==> src/hdl/rps_pkg.sv <==
// Constants shared by the rail power-up sequencer and its monitor filter.
// Assumes a 20 MHz system clock; all delays are derived from it.
package rps_pkg;

  // ==========================================================================
  // Clock and timing
  // ==========================================================================
  // System clock period in nanoseconds.
  localparam int unsigned CLK_PERIOD_NS = 50;
  // Request to core enable delay, in milliseconds.
  localparam int unsigned EN_DLY_MS = 11;
  // Enable to monitor test delay, in milliseconds.
  localparam int unsigned MON_DLY_MS = 10;
  // Last test pass to reset release delay, in milliseconds.
  localparam int unsigned RST_DLY_MS = 10;
  // Longest undervoltage excursion that must be ignored, in microseconds.
  localparam int unsigned GLITCH_MIN_US = 20;
  // Longest excursion that may still be ignored, in microseconds.
  localparam int unsigned GLITCH_MAX_US = 1000;

  // Cycle counts, rounded down for typical delays.
  localparam int unsigned EN_DLY_CYC = EN_DLY_MS * 1000000 / CLK_PERIOD_NS;
  localparam int unsigned MON_DLY_CYC = MON_DLY_MS * 1000000 / CLK_PERIOD_NS;
  localparam int unsigned RST_DLY_CYC = RST_DLY_MS * 1000000 / CLK_PERIOD_NS;
  // Filter window: a least time, so it rounds up.
  localparam int unsigned GLITCH_CYC =
      (GLITCH_MIN_US * 1000 + CLK_PERIOD_NS - 1) / CLK_PERIOD_NS;

  // Width of the sequencing timer.
  localparam int unsigned TMR_W = 20;
  // Width of the glitch filter counter.
  localparam int unsigned FLT_W = 12;

  // ==========================================================================
  // Sequencer states
  // ==========================================================================
  typedef enum logic [6:0] {
    RPS_OFF = 7'b000_0001, // Idle, request low.
    RPS_WAIT_EN = 7'b000_0010, // Waiting to raise core enable.
    RPS_CORE = 7'b000_0100, // Core on, waiting for its test.
    RPS_MID = 7'b000_1000, // Mid on, waiting for its test.
    RPS_IO = 7'b001_0000, // I/O on, waiting for its test.
    RPS_REL = 7'b010_0000, // Tests passed, waiting to release.
    RPS_DONE = 7'b100_0000 // Released, or halted after a failure.
  } rps_state_t;

endpackage

==> src/hdl/rps_flt_if.sv <==
// Interface carrying one supply monitor level into its glitch filter.
// Assumes the raw level is already synchronised to the system clock.
interface rps_flt_if;
  // Synchronised raw good level from the comparator.
  logic raw_good;
  // Filtered good level.
  logic good;
  modport filt (input raw_good, output good);
  modport user (output raw_good, input good);
endinterface

==> src/hdl/rps_glitch_filter.sv <==
// Glitch filter for one supply monitor good level.
// Assumes a synchronised input; the filter itself adds no crossing.
module rps_glitch_filter (
  input wire logic clk_sys_in,
  input wire logic rst_n_in,
  rps_flt_if.filt flt
);

  // ==========================================================================
  // Filter counter
  // ==========================================================================
  // Counts how long the raw level has disagreed with the filtered level.
  logic [rps_pkg::FLT_W-1:0] cnt_q;
  // Filtered level; starts at "not good" so nothing passes before proof.
  logic good_q;

  // A change is only accepted after it has held for the full window.
  // The window sits at the short end of the allowed range so real faults
  // are still caught quickly.
  always_ff @(posedge clk_sys_in or negedge rst_n_in) begin
    if (!rst_n_in) begin
      cnt_q <= '0;
      good_q <= 1'b0;
    end else if (flt.raw_good == good_q) begin
      cnt_q <= '0;
    end else if (cnt_q ==
                 rps_pkg::FLT_W'(rps_pkg::GLITCH_CYC - 1)) begin
      cnt_q <= '0;
      good_q <= flt.raw_good;
    end else begin
      cnt_q <= cnt_q + 1'b1;
    end
  end

  assign flt.good = good_q;

endmodule

==> src/hdl/rps_sequencer.sv <==
// Rail power-up sequencer: timed rail enables, monitor tests and reset.
// Assumes asynchronous pin inputs and a 20 MHz internal clock.

// Functional notes
// - Core enable 11 ms after request rise.
// - Core test fixed 10 ms after enable.
// - Mid test fixed 10 ms after enable.
// - I/O test fixed 10 ms after enable.
// - Enables spaced 10 ms, core-mid-I/O.
// - Reset released 10 ms after I/O pass.
// - Release delay starts at I/O pass.
// - Failed test holds reset, halts sequence.
// - Monitors ignore short undervoltage glitches.
module rps_sequencer (
  input wire logic clk_sys_in,
  input wire logic rst_n_in,
  input wire logic projector_power_request_in,
  input wire logic core_good_in,
  input wire logic mid_good_in,
  input wire logic io_good_in,
  output logic core_rail_enable_out,
  output logic mid_rail_enable_out,
  output logic io_rail_enable_out,
  output logic system_reset_n_out,
  output logic seq_fail_out
);

  // ==========================================================================
  // Input synchronisers
  // ==========================================================================
  // Two stages for the request and three monitor levels.
  logic [3:0] sync1_q;
  logic [3:0] sync2_q;

  // First stage is read only by the second stage.
  always_ff @(posedge clk_sys_in or negedge rst_n_in) begin
    if (!rst_n_in) begin
      sync1_q <= '0;
      sync2_q <= '0;
    end else begin
      sync1_q <= {projector_power_request_in, io_good_in, mid_good_in,
                  core_good_in};
      sync2_q <= sync1_q;
    end
  end

  // Synchronised request level.
  logic req;
  assign req = sync2_q[3];

  // ==========================================================================
  // Monitor glitch filters
  // ==========================================================================
  // One filter per rail; the filtered levels are what each test samples.
  rps_flt_if flt_if[3] ();
  logic [2:0] good;

  for (genvar g = 0; g < 3; g++) begin : g_flt
    assign flt_if[g].raw_good = sync2_q[g];
    assign good[g] = flt_if[g].good;
    rps_glitch_filter rps_glitch_filter_inst (
      .clk_sys_in(clk_sys_in),
      .rst_n_in(rst_n_in),
      .flt(flt_if[g])
    );
  end

  // ==========================================================================
  // Request edge detect
  // ==========================================================================
  // Previous request level, for the rising edge.
  logic req_q;

  always_ff @(posedge clk_sys_in or negedge rst_n_in) begin
    if (!rst_n_in) begin
      req_q <= 1'b0;
    end else begin
      req_q <= req;
    end
  end

  // Rising edge of the request; a new edge is the only way to restart.
  logic req_rise;
  assign req_rise = req && !req_q;

  // ==========================================================================
  // Sequencer state and timer
  // ==========================================================================
  rps_pkg::rps_state_t state_q;
  rps_pkg::rps_state_t state_d;
  // Down-counter for the current stage.
  logic [rps_pkg::TMR_W-1:0] tmr_q;
  logic [rps_pkg::TMR_W-1:0] tmr_d;
  // Timer has run out.
  logic tmr_done;
  assign tmr_done = (tmr_q == '0);

  // Next state; the timer reloads on every change into a timed stage.
  always_comb begin
    state_d = state_q;
    tmr_d = tmr_done ? tmr_q : tmr_q - 1'b1;
    if (!req) begin
      // Dropping the request is the power-down path.
      state_d = rps_pkg::RPS_OFF;
      tmr_d = '0;
    end else begin
      unique case (state_q)
        rps_pkg::RPS_OFF: begin
          if (req_rise) begin
            state_d = rps_pkg::RPS_WAIT_EN;
            tmr_d = rps_pkg::TMR_W'(rps_pkg::EN_DLY_CYC - 1);
          end
        end
        rps_pkg::RPS_WAIT_EN: begin
          if (tmr_done) begin
            state_d = rps_pkg::RPS_CORE;
            tmr_d = rps_pkg::TMR_W'(rps_pkg::MON_DLY_CYC - 1);
          end
        end
        rps_pkg::RPS_CORE: begin
          // Full wait even if the rail came up early.
          if (tmr_done) begin
            if (good[0]) begin
              state_d = rps_pkg::RPS_MID;
              tmr_d = rps_pkg::TMR_W'(rps_pkg::MON_DLY_CYC - 1);
            end else begin
              state_d = rps_pkg::RPS_DONE;
            end
          end
        end
        rps_pkg::RPS_MID: begin
          if (tmr_done) begin
            if (good[1]) begin
              state_d = rps_pkg::RPS_IO;
              tmr_d = rps_pkg::TMR_W'(rps_pkg::MON_DLY_CYC - 1);
            end else begin
              state_d = rps_pkg::RPS_DONE;
            end
          end
        end
        rps_pkg::RPS_IO: begin
          if (tmr_done) begin
            if (good[2]) begin
              // Release delay counts from the pass, not the threshold.
              state_d = rps_pkg::RPS_REL;
              tmr_d = rps_pkg::TMR_W'(rps_pkg::RST_DLY_CYC - 1);
            end else begin
              state_d = rps_pkg::RPS_DONE;
            end
          end
        end
        rps_pkg::RPS_REL: begin
          if (tmr_done) begin
            state_d = rps_pkg::RPS_DONE;
          end
        end
        rps_pkg::RPS_DONE: begin
          state_d = rps_pkg::RPS_DONE;
        end
        default: begin
          state_d = rps_pkg::RPS_OFF;
        end
      endcase
    end
  end

  // State and timer registers.
  always_ff @(posedge clk_sys_in or negedge rst_n_in) begin
    if (!rst_n_in) begin
      state_q <= rps_pkg::RPS_OFF;
      tmr_q <= '0;
    end else begin
      state_q <= state_d;
      tmr_q <= tmr_d;
    end
  end

  // ==========================================================================
  // Outputs
  // ==========================================================================
  // Released flag and failure flag, both held until the request drops.
  logic released_q;
  logic fail_q;

  // Enables and reset come straight from flops, decoded from the next state
  // so each pin moves on the same edge as the state.
  always_ff @(posedge clk_sys_in or negedge rst_n_in) begin
    if (!rst_n_in) begin
      core_rail_enable_out <= 1'b0;
      mid_rail_enable_out <= 1'b0;
      io_rail_enable_out <= 1'b0;
      system_reset_n_out <= 1'b0;
      released_q <= 1'b0;
      fail_q <= 1'b0;
    end else if (state_d == rps_pkg::RPS_OFF) begin
      // Request low: everything off and reset held.
      core_rail_enable_out <= 1'b0;
      mid_rail_enable_out <= 1'b0;
      io_rail_enable_out <= 1'b0;
      system_reset_n_out <= 1'b0;
      released_q <= 1'b0;
      fail_q <= 1'b0;
    end else begin
      if (state_d == rps_pkg::RPS_CORE) begin
        core_rail_enable_out <= 1'b1;
      end
      if (state_d == rps_pkg::RPS_MID) begin
        mid_rail_enable_out <= 1'b1;
      end
      if (state_d == rps_pkg::RPS_IO) begin
        io_rail_enable_out <= 1'b1;
      end
      if (state_q == rps_pkg::RPS_REL && tmr_done) begin
        released_q <= 1'b1;
        system_reset_n_out <= 1'b1;
      end
      if (state_d == rps_pkg::RPS_DONE && !released_q &&
          state_q != rps_pkg::RPS_REL) begin
        // Enables are left as they were; the host must restart.
        fail_q <= 1'b1;
      end
    end
  end

  assign seq_fail_out = fail_q;

  // Consecutive cycles for which the synchronised I/O monitor level has been
  // low, saturating. It is kept apart from the filter's own counter so that
  // the check below does not simply restate the filter.
  logic [rps_pkg::FLT_W-1:0] io_low_run_q;

  // Restarts on every high sample of the raw level.
  always_ff @(posedge clk_sys_in or negedge rst_n_in) begin
    if (!rst_n_in) begin
      io_low_run_q <= '0;
    end else if (sync2_q[2]) begin
      io_low_run_q <= '0;
    end else if (io_low_run_q != '1) begin
      io_low_run_q <= io_low_run_q + 1'b1;
    end
  end
endmodule

==> config.mk <==
export PLATFORM = sky130hd
export DESIGN_NAME = rps_sequencer
export DESIGN_NICKNAME = d
export VERILOG_FILES = /design/src/hdl/rps_pkg.sv /design/src/hdl/rps_flt_if.sv /design/src/hdl/rps_glitch_filter.sv /design/src/hdl/rps_sequencer.sv
export SDC_FILE = /design/constraint.sdc
export NUM_CORES = 1
export LEC_CHECK = 0
export BUFFER_PORTS_ARGS = -buffer_cell sky130_fd_sc_hd__clkbuf_2
export CORE_MARGIN = 2
export CORE_UTILIZATION = 55
export DETAILED_ROUTE_END_ITERATION = 10
export PLACE_DENSITY = 0.74
export SLEW_MARGIN = 40
export SYNTH_ARGS = -nofsm -noshare
export SYNTH_HDL_FRONTEND = slang
export SYNTH_SLANG_ARGS = --single-unit
==> constraint.sdc <==
create_clock -name clk_sys_in -period 2.9 [get_ports clk_sys_in]
set_input_delay 0.435 -clock clk_sys_in [delete_from_list [all_inputs] [get_ports clk_sys_in]]
set_output_delay 0.435 -clock clk_sys_in [all_outputs]
set_load 0.005 [all_outputs]
Yosys cells after proc, flatten, opt, wreduce, memory -nomap -nowiden --
Index checks and enable logic that the tools add are counted.
Cells by class: bitwise logic cells 3, add/subtract/negate cells 4, eq/ne operators 19, muxes and demuxes 38, reduce and logical (&&, ||, !) cells 15
Operators by type and width (count):
- $mux W20 | 10
- $pmux W20 S5 | 1
- $mux W12 | 6
- $mux W7 | 10
- $pmux W7 S7 | 1
- $add A12 B1 Y12 const B | 3
- $eq A12 B9 Y1 const B | 3
- $logic_not A20 Y1 | 1
- $sub A20 B1 Y20 const B | 1
- $eq A7 B1 Y1 const B | 2
- $eq A7 B3 Y1 const B | 2
- $eq A7 B4 Y1 const B | 2
- $eq A7 B5 Y1 const B | 2
- $eq A7 B7 Y1 const B | 2
- $mux W1 | 10
- $reduce_bool A2 Y1 | 5
- $eq A7 B2 Y1 const B | 1
- $eq A7 B6 Y1 const B | 1
- $ne A7 B6 Y1 const B | 1
- $reduce_and A2 Y1 | 3
- $logic_and A1 B1 Y1 | 4
- $eq A1 B1 Y1 | 3
- $not A1 Y1 | 3
- $logic_not A1 Y1 | 2
Storage, ports and cells: word-level logic and storage cells 95, register bits after elaboration 80

Longest topological paths before layout --
Gate-level depths: netlist of the first run.
depth in word-level cells 10, mapped depth 10, mapped depth without buffers 10

Hierarchy --
Synthesis of the first run repeated with hierarchy kept, for this count alone.
Unflattened totals: cell total of the unflattened synthesis 417, area, all modules 4169.0 um^2
By module, submodules not included:
- rps_sequencer | area each 2228.4 um^2, cells an instance 234, instances 1, sequential area each 1027.2 um^2
- rps_glitch_filter | area each 646.9 um^2, cells an instance 61, instances 3, sequential area each 325.3 um^2

Worst setup path after synthesis of the first run --
No wires, ideal clock.
path kind register -> register, from register tmr_q[11] in the netlist's numbering, to register tmr_q[0] in the netlist's numbering, period minus slack after synthesis 2.731 ns, setup time 0.129 ns, slack 0.169 ns, arrival time 2.602 ns, cell stages (with the launch flop) 10, required time 2.771 ns, cells stage by stage dfrtp_1 > or4_4 > or3_1 > buf_6 > or3_1 > ha_1 > nor4_1 > nor3_1 > mux2i_1 > a31oi_1
Between the ends: word-level cells in the longest chain between the ends 6, elaborated cells on any way between the ends 12, those cells by class mux: 11; reduce/logical: 1
Ends and longest elaborated chain:
- start: declaration | line rps_sequencer.sv:92 | logic [rps_pkg::TMR_W-1:0] tmr_q;
- start signal: assignment | line rps_sequencer.sv:174 | tmr_q <= tmr_d;
- $logic_not A20 Y1 (*) | line rps_sequencer.sv:96 | assign tmr_done = (tmr_q == '0);
- $mux W20 | line rps_sequencer.sv:101 | tmr_d = tmr_done ? tmr_q : tmr_q - 1'b1;
- $mux W20, on equally long branches | line rps_sequencer.sv:143, rps_sequencer.sv:123, rps_sequencer.sv:133
- $mux W20, on equally long branches | line rps_sequencer.sv:142, rps_sequencer.sv:122, rps_sequencer.sv:132
- $pmux W20 S5 (*) | line rps_sequencer.sv:107 | unique case (state_q)
- $mux W20 (*) | line rps_sequencer.sv:102 | if (!req) begin
- named net tmr_d (one bit) | line rps_sequencer.sv:93 | logic [rps_pkg::TMR_W-1:0] tmr_d;
The timed path passes the listed nets; every way through them passes the cells marked *. A chain may end at the register's enable or synchronous reset.

Final worst setup path of the first run --
from register tmr_q[6] in the netlist's numbering, to register tmr_q[0] in the netlist's numbering
Same word-level chain as after synthesis.

==> out/metrics.csv, run 1 <==
stage,metric,value,unit
run_status,status,completed,
clock_tree,cts_sinks,80,
detailed_routing,routedWlPerCell,15.8,microns
cells_and_area,final_cells,528,
logic_synthesis,synth_top_family_by_area,simple AND/OR/NAND/NOR gates,
min_path,hp-class,in2async,
logic_synthesis,ys_ff_latch,80,
logic_synthesis,synth-simple-area-share,24.9,%
clock_tree,path_clk_slew,90,ps
worst_setup_path,r2r-start,tmr_q[6],
global_route,overflow,0,
clock_tree,root_buffer,clkbuf_8,
cells_and_area,fillers,609,
detailed_routing,routed_wl,8320,microns
worst_setup_path,r2r_end,tmr_q[0],
cells_and_area,drive_gt1_share,10.7,%
logic_synthesis,avgSynthCellArea,9.75,sq um
clock_tree,htree_levels,3,
timing,period_minus_slack,2840,ps
worst_setup_path,worstPathMaxFanout,5,
detailed_routing,firstDrtPassIters,5,
detailed_routing,vias_per_cell,5.93,
placement,gp_congestion,0.903,
floorplan,die_w,89.5,microns
worst_setup_path,critPathKind,reg2reg,
placement,portBuffers,10,
worst_setup_path,critPathArrivalTime,3100,ps
placement,place_ws,32.9,ps
cells_and_area,area_growth,8.97,%
clock_tree,worst_skew_pair.late_latency,370,ps
global_route,grt_pass1_vias,2831,
global_route,gr-usage-all-layers,22.3,%
logic_synthesis,ys_types,49,
clock_tree,cts_tree,built,
logic_synthesis,ys_warn_count,0,
clock_tree,ctsHoldBuffers,0,
logic_synthesis,netlist_area,4020,sq um
detailed_routing,ant_nets,0,
clock_tree,clk_path_buf_depth,2,
timing,drv_slew,0,
timing,finalSetupViolCount,0,
worst_setup_path,r2r_setup_slack,60,ps
worst_setup_path,ff2ff_path_depth,8,
floorplan,core_area,7180,sq um
logic_synthesis,ys_seq_area_share,49.8,%
timing,fin_worst_skew,18.4,ps
clock_tree,cts-buffers-inserted,9,
worst_setup_path,required,3160,ps
detailed_routing,drt_iter0_drc,241,
timing,maxSlewHeadroom,52.4,%
logic_synthesis,synth_fa_ha_area_share,1.56,%
floorplan,initial_core_util,56.0,%
worst_setup_path,start_kind,register,
floorplan,core.rowCount,31,
timing,worst_pin_slew,714,ps
timing,fmax,352,MHz
clock_tree,post_cts.repair.setup_buffers,0,
timing,hold_viol,0,
flow_run,maxCapViolations,0,
global_route,grt_pass1_wl,13700,microns
timing,period_share,97.9,%
pwr,power-per-cell-area,573,nW/um^2
pwr,p_leak,1.90,nW
cells_and_area,nets,435,
detailed_routing,via_count,3133,
logic_synthesis,postSynthCellCount,412,
timing,whs,90.4,ps
logic_synthesis,synth_mux_area_share,1.59,%
global_route,grt_max_degree,81,
floorplan,die_h,89.5,microns
cells_and_area,diodes,0,
floorplan,io_pins,11,
worst_setup_path,endpoint_kind,register,
logic_synthesis,synth_xor_area_share,8.72,%
clock_tree,cts.repair.resized,0,
placement,dp_cells,512,
logic_synthesis,syn_nets,423,
global_route,antenna_found_initial,0,
detailed_routing,route.detailed.drc,0,
logic_synthesis,synth_compound_area_share,10.6,%
placement,dp_hpwl,5460,microns
pwr,irDropWorstVdd,0.000232,V
timing,setup_ws,60.5,ps
floorplan,dieArea,8010,sq um
pwr,p_total,2.51,mW
layer usage:
| metal | track usage, % | part of all wire (%) |
|---|---|---|
| met5 | 0 | 0 |
| met2 | 33.8 | 47 |
| met3 | 4.52 | 5.1 |
| met1 | 31.6 | 46 |
| met4 | 8.96 | 1.8 |
through the flow:
| step | cell area (sq um) | util [%] | TNS (ps) |
|---|---|---|---|
| global route | 4380 | 61.0 | -5.19 |
| CTS | 4370 | 60.9 | 0 |
| global placement | 4160 | 58.0 | 0 |
| finish | 4380 | 61.0 | 0 |
| floorplan | 4020 | - | 0 |
| detailed placement | 4160 | 58.0 | 0 |
layout make-up:
type	count	area, sq um	share of cell area [%]
clock buffer	12	155	3.54
clock inverter	4	51.3	1.17
inverter	8	30.0	0.686
multi-input combinational	309	1910	43.7
sequential	80	2000	45.7
tap	99	124	2.83
timing repair buffer	16	101	2.31
layout by cell type, fill, tap and decap left out, types with 5 or more instances in the layout:
master     n
buf_4      6
o211ai_1   7
o21ai_0   10
clkbuf_2   9
a21oi_1   22
xnor2_1   22
dfrtp_1   79
and3_1    19
nor3_1    20
nand3_1   20
ha_1       5
nor2_1    54
nand2_1   25
a31oi_1    5
xor2_1    18
nor4b_1    5
nor4_1     9
o21ai_1    9
clkbuf_8  11
inv_1      8
how the worst max path moves through the flow:
| stage | start | endpoint | slack, ps | cells after the start |
|---|---|---|---|---|
| after floorplan | tmr_q[11] | tmr_q[0] | 170 | 9 |
| after global placement | tmr_q[6] | tmr_q[0] | 140 | 8 |
| after detailed placement | tmr_q[6] | tmr_q[0] | 30 | 8 |
| after CTS | tmr_q[6] | tmr_q[0] | 30 | 8 |
| after global routing | tmr_q[6] | tmr_q[0] | -5 | 8 |
| final | tmr_q[6] | tmr_q[0] | 60 | 8 |
Yosys cell counts, drive strengths merged:
master | n | area, sq um
a2111oi | 1 | 8.76
a21boi | 1 | 7.51
a21oi | 22 | 110
a22o | 1 | 8.76
a22oi | 1 | 7.51
a31oi | 5 | 31.3
and3 | 19 | 119
and4 | 1 | 8.76
buf | 4 | 38.8
clkbuf | 11 | 41.3
dfrtp | 79 | 1980
dfstp | 1 | 26.3
ha | 5 | 62.6
inv | 8 | 30.0
mux2 | 3 | 33.8
mux2i | 3 | 30.0
nand2 | 25 | 93.8
nand2b | 2 | 12.5
nand3 | 20 | 100
nand4 | 4 | 25.0
nand4b | 3 | 26.3
nor2 | 55 | 214
nor2b | 4 | 25.0
nor3 | 23 | 130
nor3b | 1 | 7.51
nor4 | 11 | 81.3
nor4b | 5 | 43.8
nor4bb | 3 | 30.0
o2111ai | 1 | 8.76
o211ai | 7 | 52.6
o21a | 2 | 15.0
o21ai | 19 | 95.1
o21bai | 1 | 7.51
o311a | 1 | 10.0
o31a | 3 | 26.3
o31ai | 4 | 30.0
o41ai | 1 | 8.76
or2 | 3 | 18.8
or3 | 5 | 31.3
or4 | 4 | 33.8
xnor2 | 22 | 193
xor2 | 18 | 158
critical path: stages (launching register included):
cell and delay (ps):
dfrtp_1 430, or3_1 430, or4_4 530, or3_4 420
ha_1 310, nor4_1 290, nor3_1 80, mux2i_1 150
a31oi_1 90
power by group:
part | internal [mW] | leakage, nW | total [mW] | switching, mW
Sequential | 1.17 | 1.07 | 1.24 | 0.0662
Clock | 0.447 | 0.103 | 0.869 | 0.421
Combinational | 0.156 | 0.725 | 0.404 | 0.248
Total | 1.77 | 1.90 | 2.51 | 0.736
registers in the layout (all words and copies together), names as in the netlist:
register / count
sync1_q: 4
state_q: 7
sync2_q: 4
g_flt.rps_glitch_filter_inst.cnt_q: 36
released_q: 1
core_rail_enable_out: 1
seq_fail_out: 1
io_rail_enable_out: 1
mid_rail_enable_out: 1
req_q: 1
tmr_q: 20
g_flt.rps_glitch_filter_inst.flt.good: 3
logic make-up (layout without fill, tap and decap cells):
kind of cell	Yosys count	in the layout
simple gates	188	188
buf+inv	23	40
mux	6	6
flops	80	80
compound gates	70	70
fa+ha+maj	5	5
xor+xnor	40	40
(Power assumes the default switching activity.)
==> run 2, diff against run 1 <==
- CORE_MARGIN: 2 -> unset
- SETUP_SLACK_MARGIN: unset -> 0.2
==> run 2 against run 1 <==
Sequential cell count did not move. Setup slack better by 260 ps. Critical path type unchanged. Combinational power is 2% higher. Core utilization is 2.5 points higher. Die area decreased by 4.4%. Highest routed layer unchanged. Sequential share of layout area shrank 0.31 points. First-iteration DRC count shrank 12%. Clock skew decreased by 6.9 ps.
==> out/metrics.csv, run 2 (synthesized netlist as in run 1, its figures left out) <==
stage,metric,value,unit
run_status,status,completed,
floorplan,io_pins,11,
timing,fin_setup_tns,0,ps
global_route,overflow,0,
global_route,gr-usage-all-layers,24.0,%
clock_tree,path_clk_slew,90,ps
clock_tree,ctsHoldBuffers,0,
worst_setup_path,worstPathMaxFanout,5,
placement,portBuffers,10,
cells_and_area,largest-register,g_flt.rps_glitch_filter_inst.cnt_q,
timing,period_minus_slack,2580,ps
clock_tree,cts_tree,built,
cells_and_area,top_regs,"g_flt.rps_glitch_filter_inst.cnt_q (36), tmr_q (20), state_q (7)",
clock_tree,clk_path_buf_depth,2,
timing,hold_viol,0,
worst_setup_path,slowest_delay,510,ps
detailed_routing,route.detailed.drc,0,
global_route,grt_pass1_wl,14000,microns
placement,dp_hpwl,5370,microns
worst_setup_path,required,3140,ps
min_path,hp-class,in2async,
worst_setup_path,crit_path_cell_trace,or3_4 -> or4_4 -> or3_4 -> ha_4 -> o21bai_1 -> a22o_1 -> nand2_1 -> a31oi_1,
cells_and_area,area_growth,9.78,%
cells_and_area,largest_register_ffs,36,
clock_tree,worst_skew_pair.late_latency,360,ps
flow_run,maxCapViolations,0,
global_route,antenna_found_initial,0,
detailed_routing,routed_wl,8040,microns
detailed_routing,routedWlPerCell,15.3,microns
global_route,grt_pass1_vias,2939,
cells_and_area,fillers,597,
pwr,power-per-cell-area,572,nW/um^2
cells_and_area,post-route-util,63.5,%
pwr,irDropWorstVdd,0.000339,V
detailed_routing,firstDrtPassIters,5,
cells_and_area,drive_gt1_share,12.1,%
timing,whs,92.1,ps
timing,period_share,88.8,%
timing,worst_pin_slew,712,ps
floorplan,die_w,87.5,microns
timing,fin_worst_skew,11.5,ps
global_route,grt_max_degree,81,
worst_setup_path,critPathArrivalTime,2810,ps
worst_setup_path,critPathSlowestCell,or4_4,
timing,setup_ws,325,ps
floorplan,core.rowCount,30,
clock_tree,htree_levels,3,
detailed_routing,via_count,3088,
pwr,p_total,2.53,mW
clock_tree,cts-buffers-inserted,9,
cells_and_area,mostFrequentLayoutCells,"78 x dfrtp_1, 54 x nor2_1, 25 x nand2_1",
placement,gp_congestion,0.865,
timing,rsz0062_at_grt,no,
clock_tree,root_buffer,clkbuf_8,
floorplan,initial_core_util,57.9,%
timing,maxSlewHeadroom,52.5,%
detailed_routing,ant_nets,0,
pwr,p_leak,1.90,nW
worst_setup_path,critPathKind,reg2reg,
worst_setup_path,endpoint_kind,register,
floorplan,die_h,87.5,microns
placement,place_ws,165,ps
floorplan,core_area,6940,sq um
detailed_routing,drt_iter0_drc,213,
timing,finalSetupViolCount,0,
timing,fmax,388,MHz
worst_setup_path,cpMostUsedCell,or3_4,
worst_setup_path,start_kind,register,
detailed_routing,vias_per_cell,5.87,
timing,drv_slew,0,
cells_and_area,final_common_cell,dfrtp_1,
cells_and_area,diodes,0,
floorplan,dieArea,7650,sq um
cells_and_area,nets,436,
clock_tree,cts_sinks,80,
[run 2: final timing paths]
check | startpoint | slack (ps) | end | cells after the start
hold reg to reg | sync1_q[1] | 360 | sync2_q[1] | 0
setup / recovery | tmr_q[6] | 320 | tmr_q[0] | 8
setup reg to reg | tmr_q[6] | 320 | tmr_q[0] | 8
min in group clk_sys_in | io_good_in | 170 | sync1_q[2] | 1
hold / removal | rst_n_in | 90 | tmr_q[5] | 1
max in group asynchronous | rst_n_in | 2310 | g_flt[0].rps_glitch_filter_inst.flt.good | 1
[run 2: repair_timing]
action,CTS,global route
buffers inserted,0,2
gates cloned,0,0
endpoints found under the setup margin,1,1
gates resized for setup,2,4
[run 2: report_power, final]
part	leakage, nW	switching (mW)	internal (mW)	total, mW
registers	1.07	0.0635	1.17	1.24
logic	0.733	0.247	0.165	0.412
clock network	0.101	0.445	0.433	0.878
[run 2: layout make-up]
class / count / area, sq um / share of cell area [%]
sequential: 80 / 2000 / 45.4
multi-input combinational: 309 / 1940 / 43.9
clock buffer: 10 / 138 / 3.12
tap: 96 / 120 / 2.72
timing repair buffer: 17 / 109 / 2.47
clock inverter: 6 / 73.8 / 1.67
inverter: 8 / 30.0 / 0.681
[run 2: through the flow]
step | cell area [sq um] | cells
6_report | 4410 | 526
5_1_grt | 4410 | 526
4_1_cts | 4370 | 524
3_5_place_dp | 4150 | 508
3_3_place_gp | 4150 | 508
2_1_floorplan | 4020 | 412
[run 2: per-layer routing]
metal / track usage [%] / share of wire (%) / vias up
met3: 5.59 / 4.9 / 7
li1: - / - / 1496
met4: 6.71 / 0.76 / 0
met2: 38.6 / 48 / 71
met1: 32.7 / 46 / 1514
met5: 0 / 0 / -
[run 2: worst max-delay path: cells and delay by family, from the launching register on]
kind | cells | cell delay (ps)
and+or+nand+nor | 4 | 1400
DFF | 1 | 430
AOI/OAI and AO/OA | 3 | 400
adders and majority gates | 1 | 230
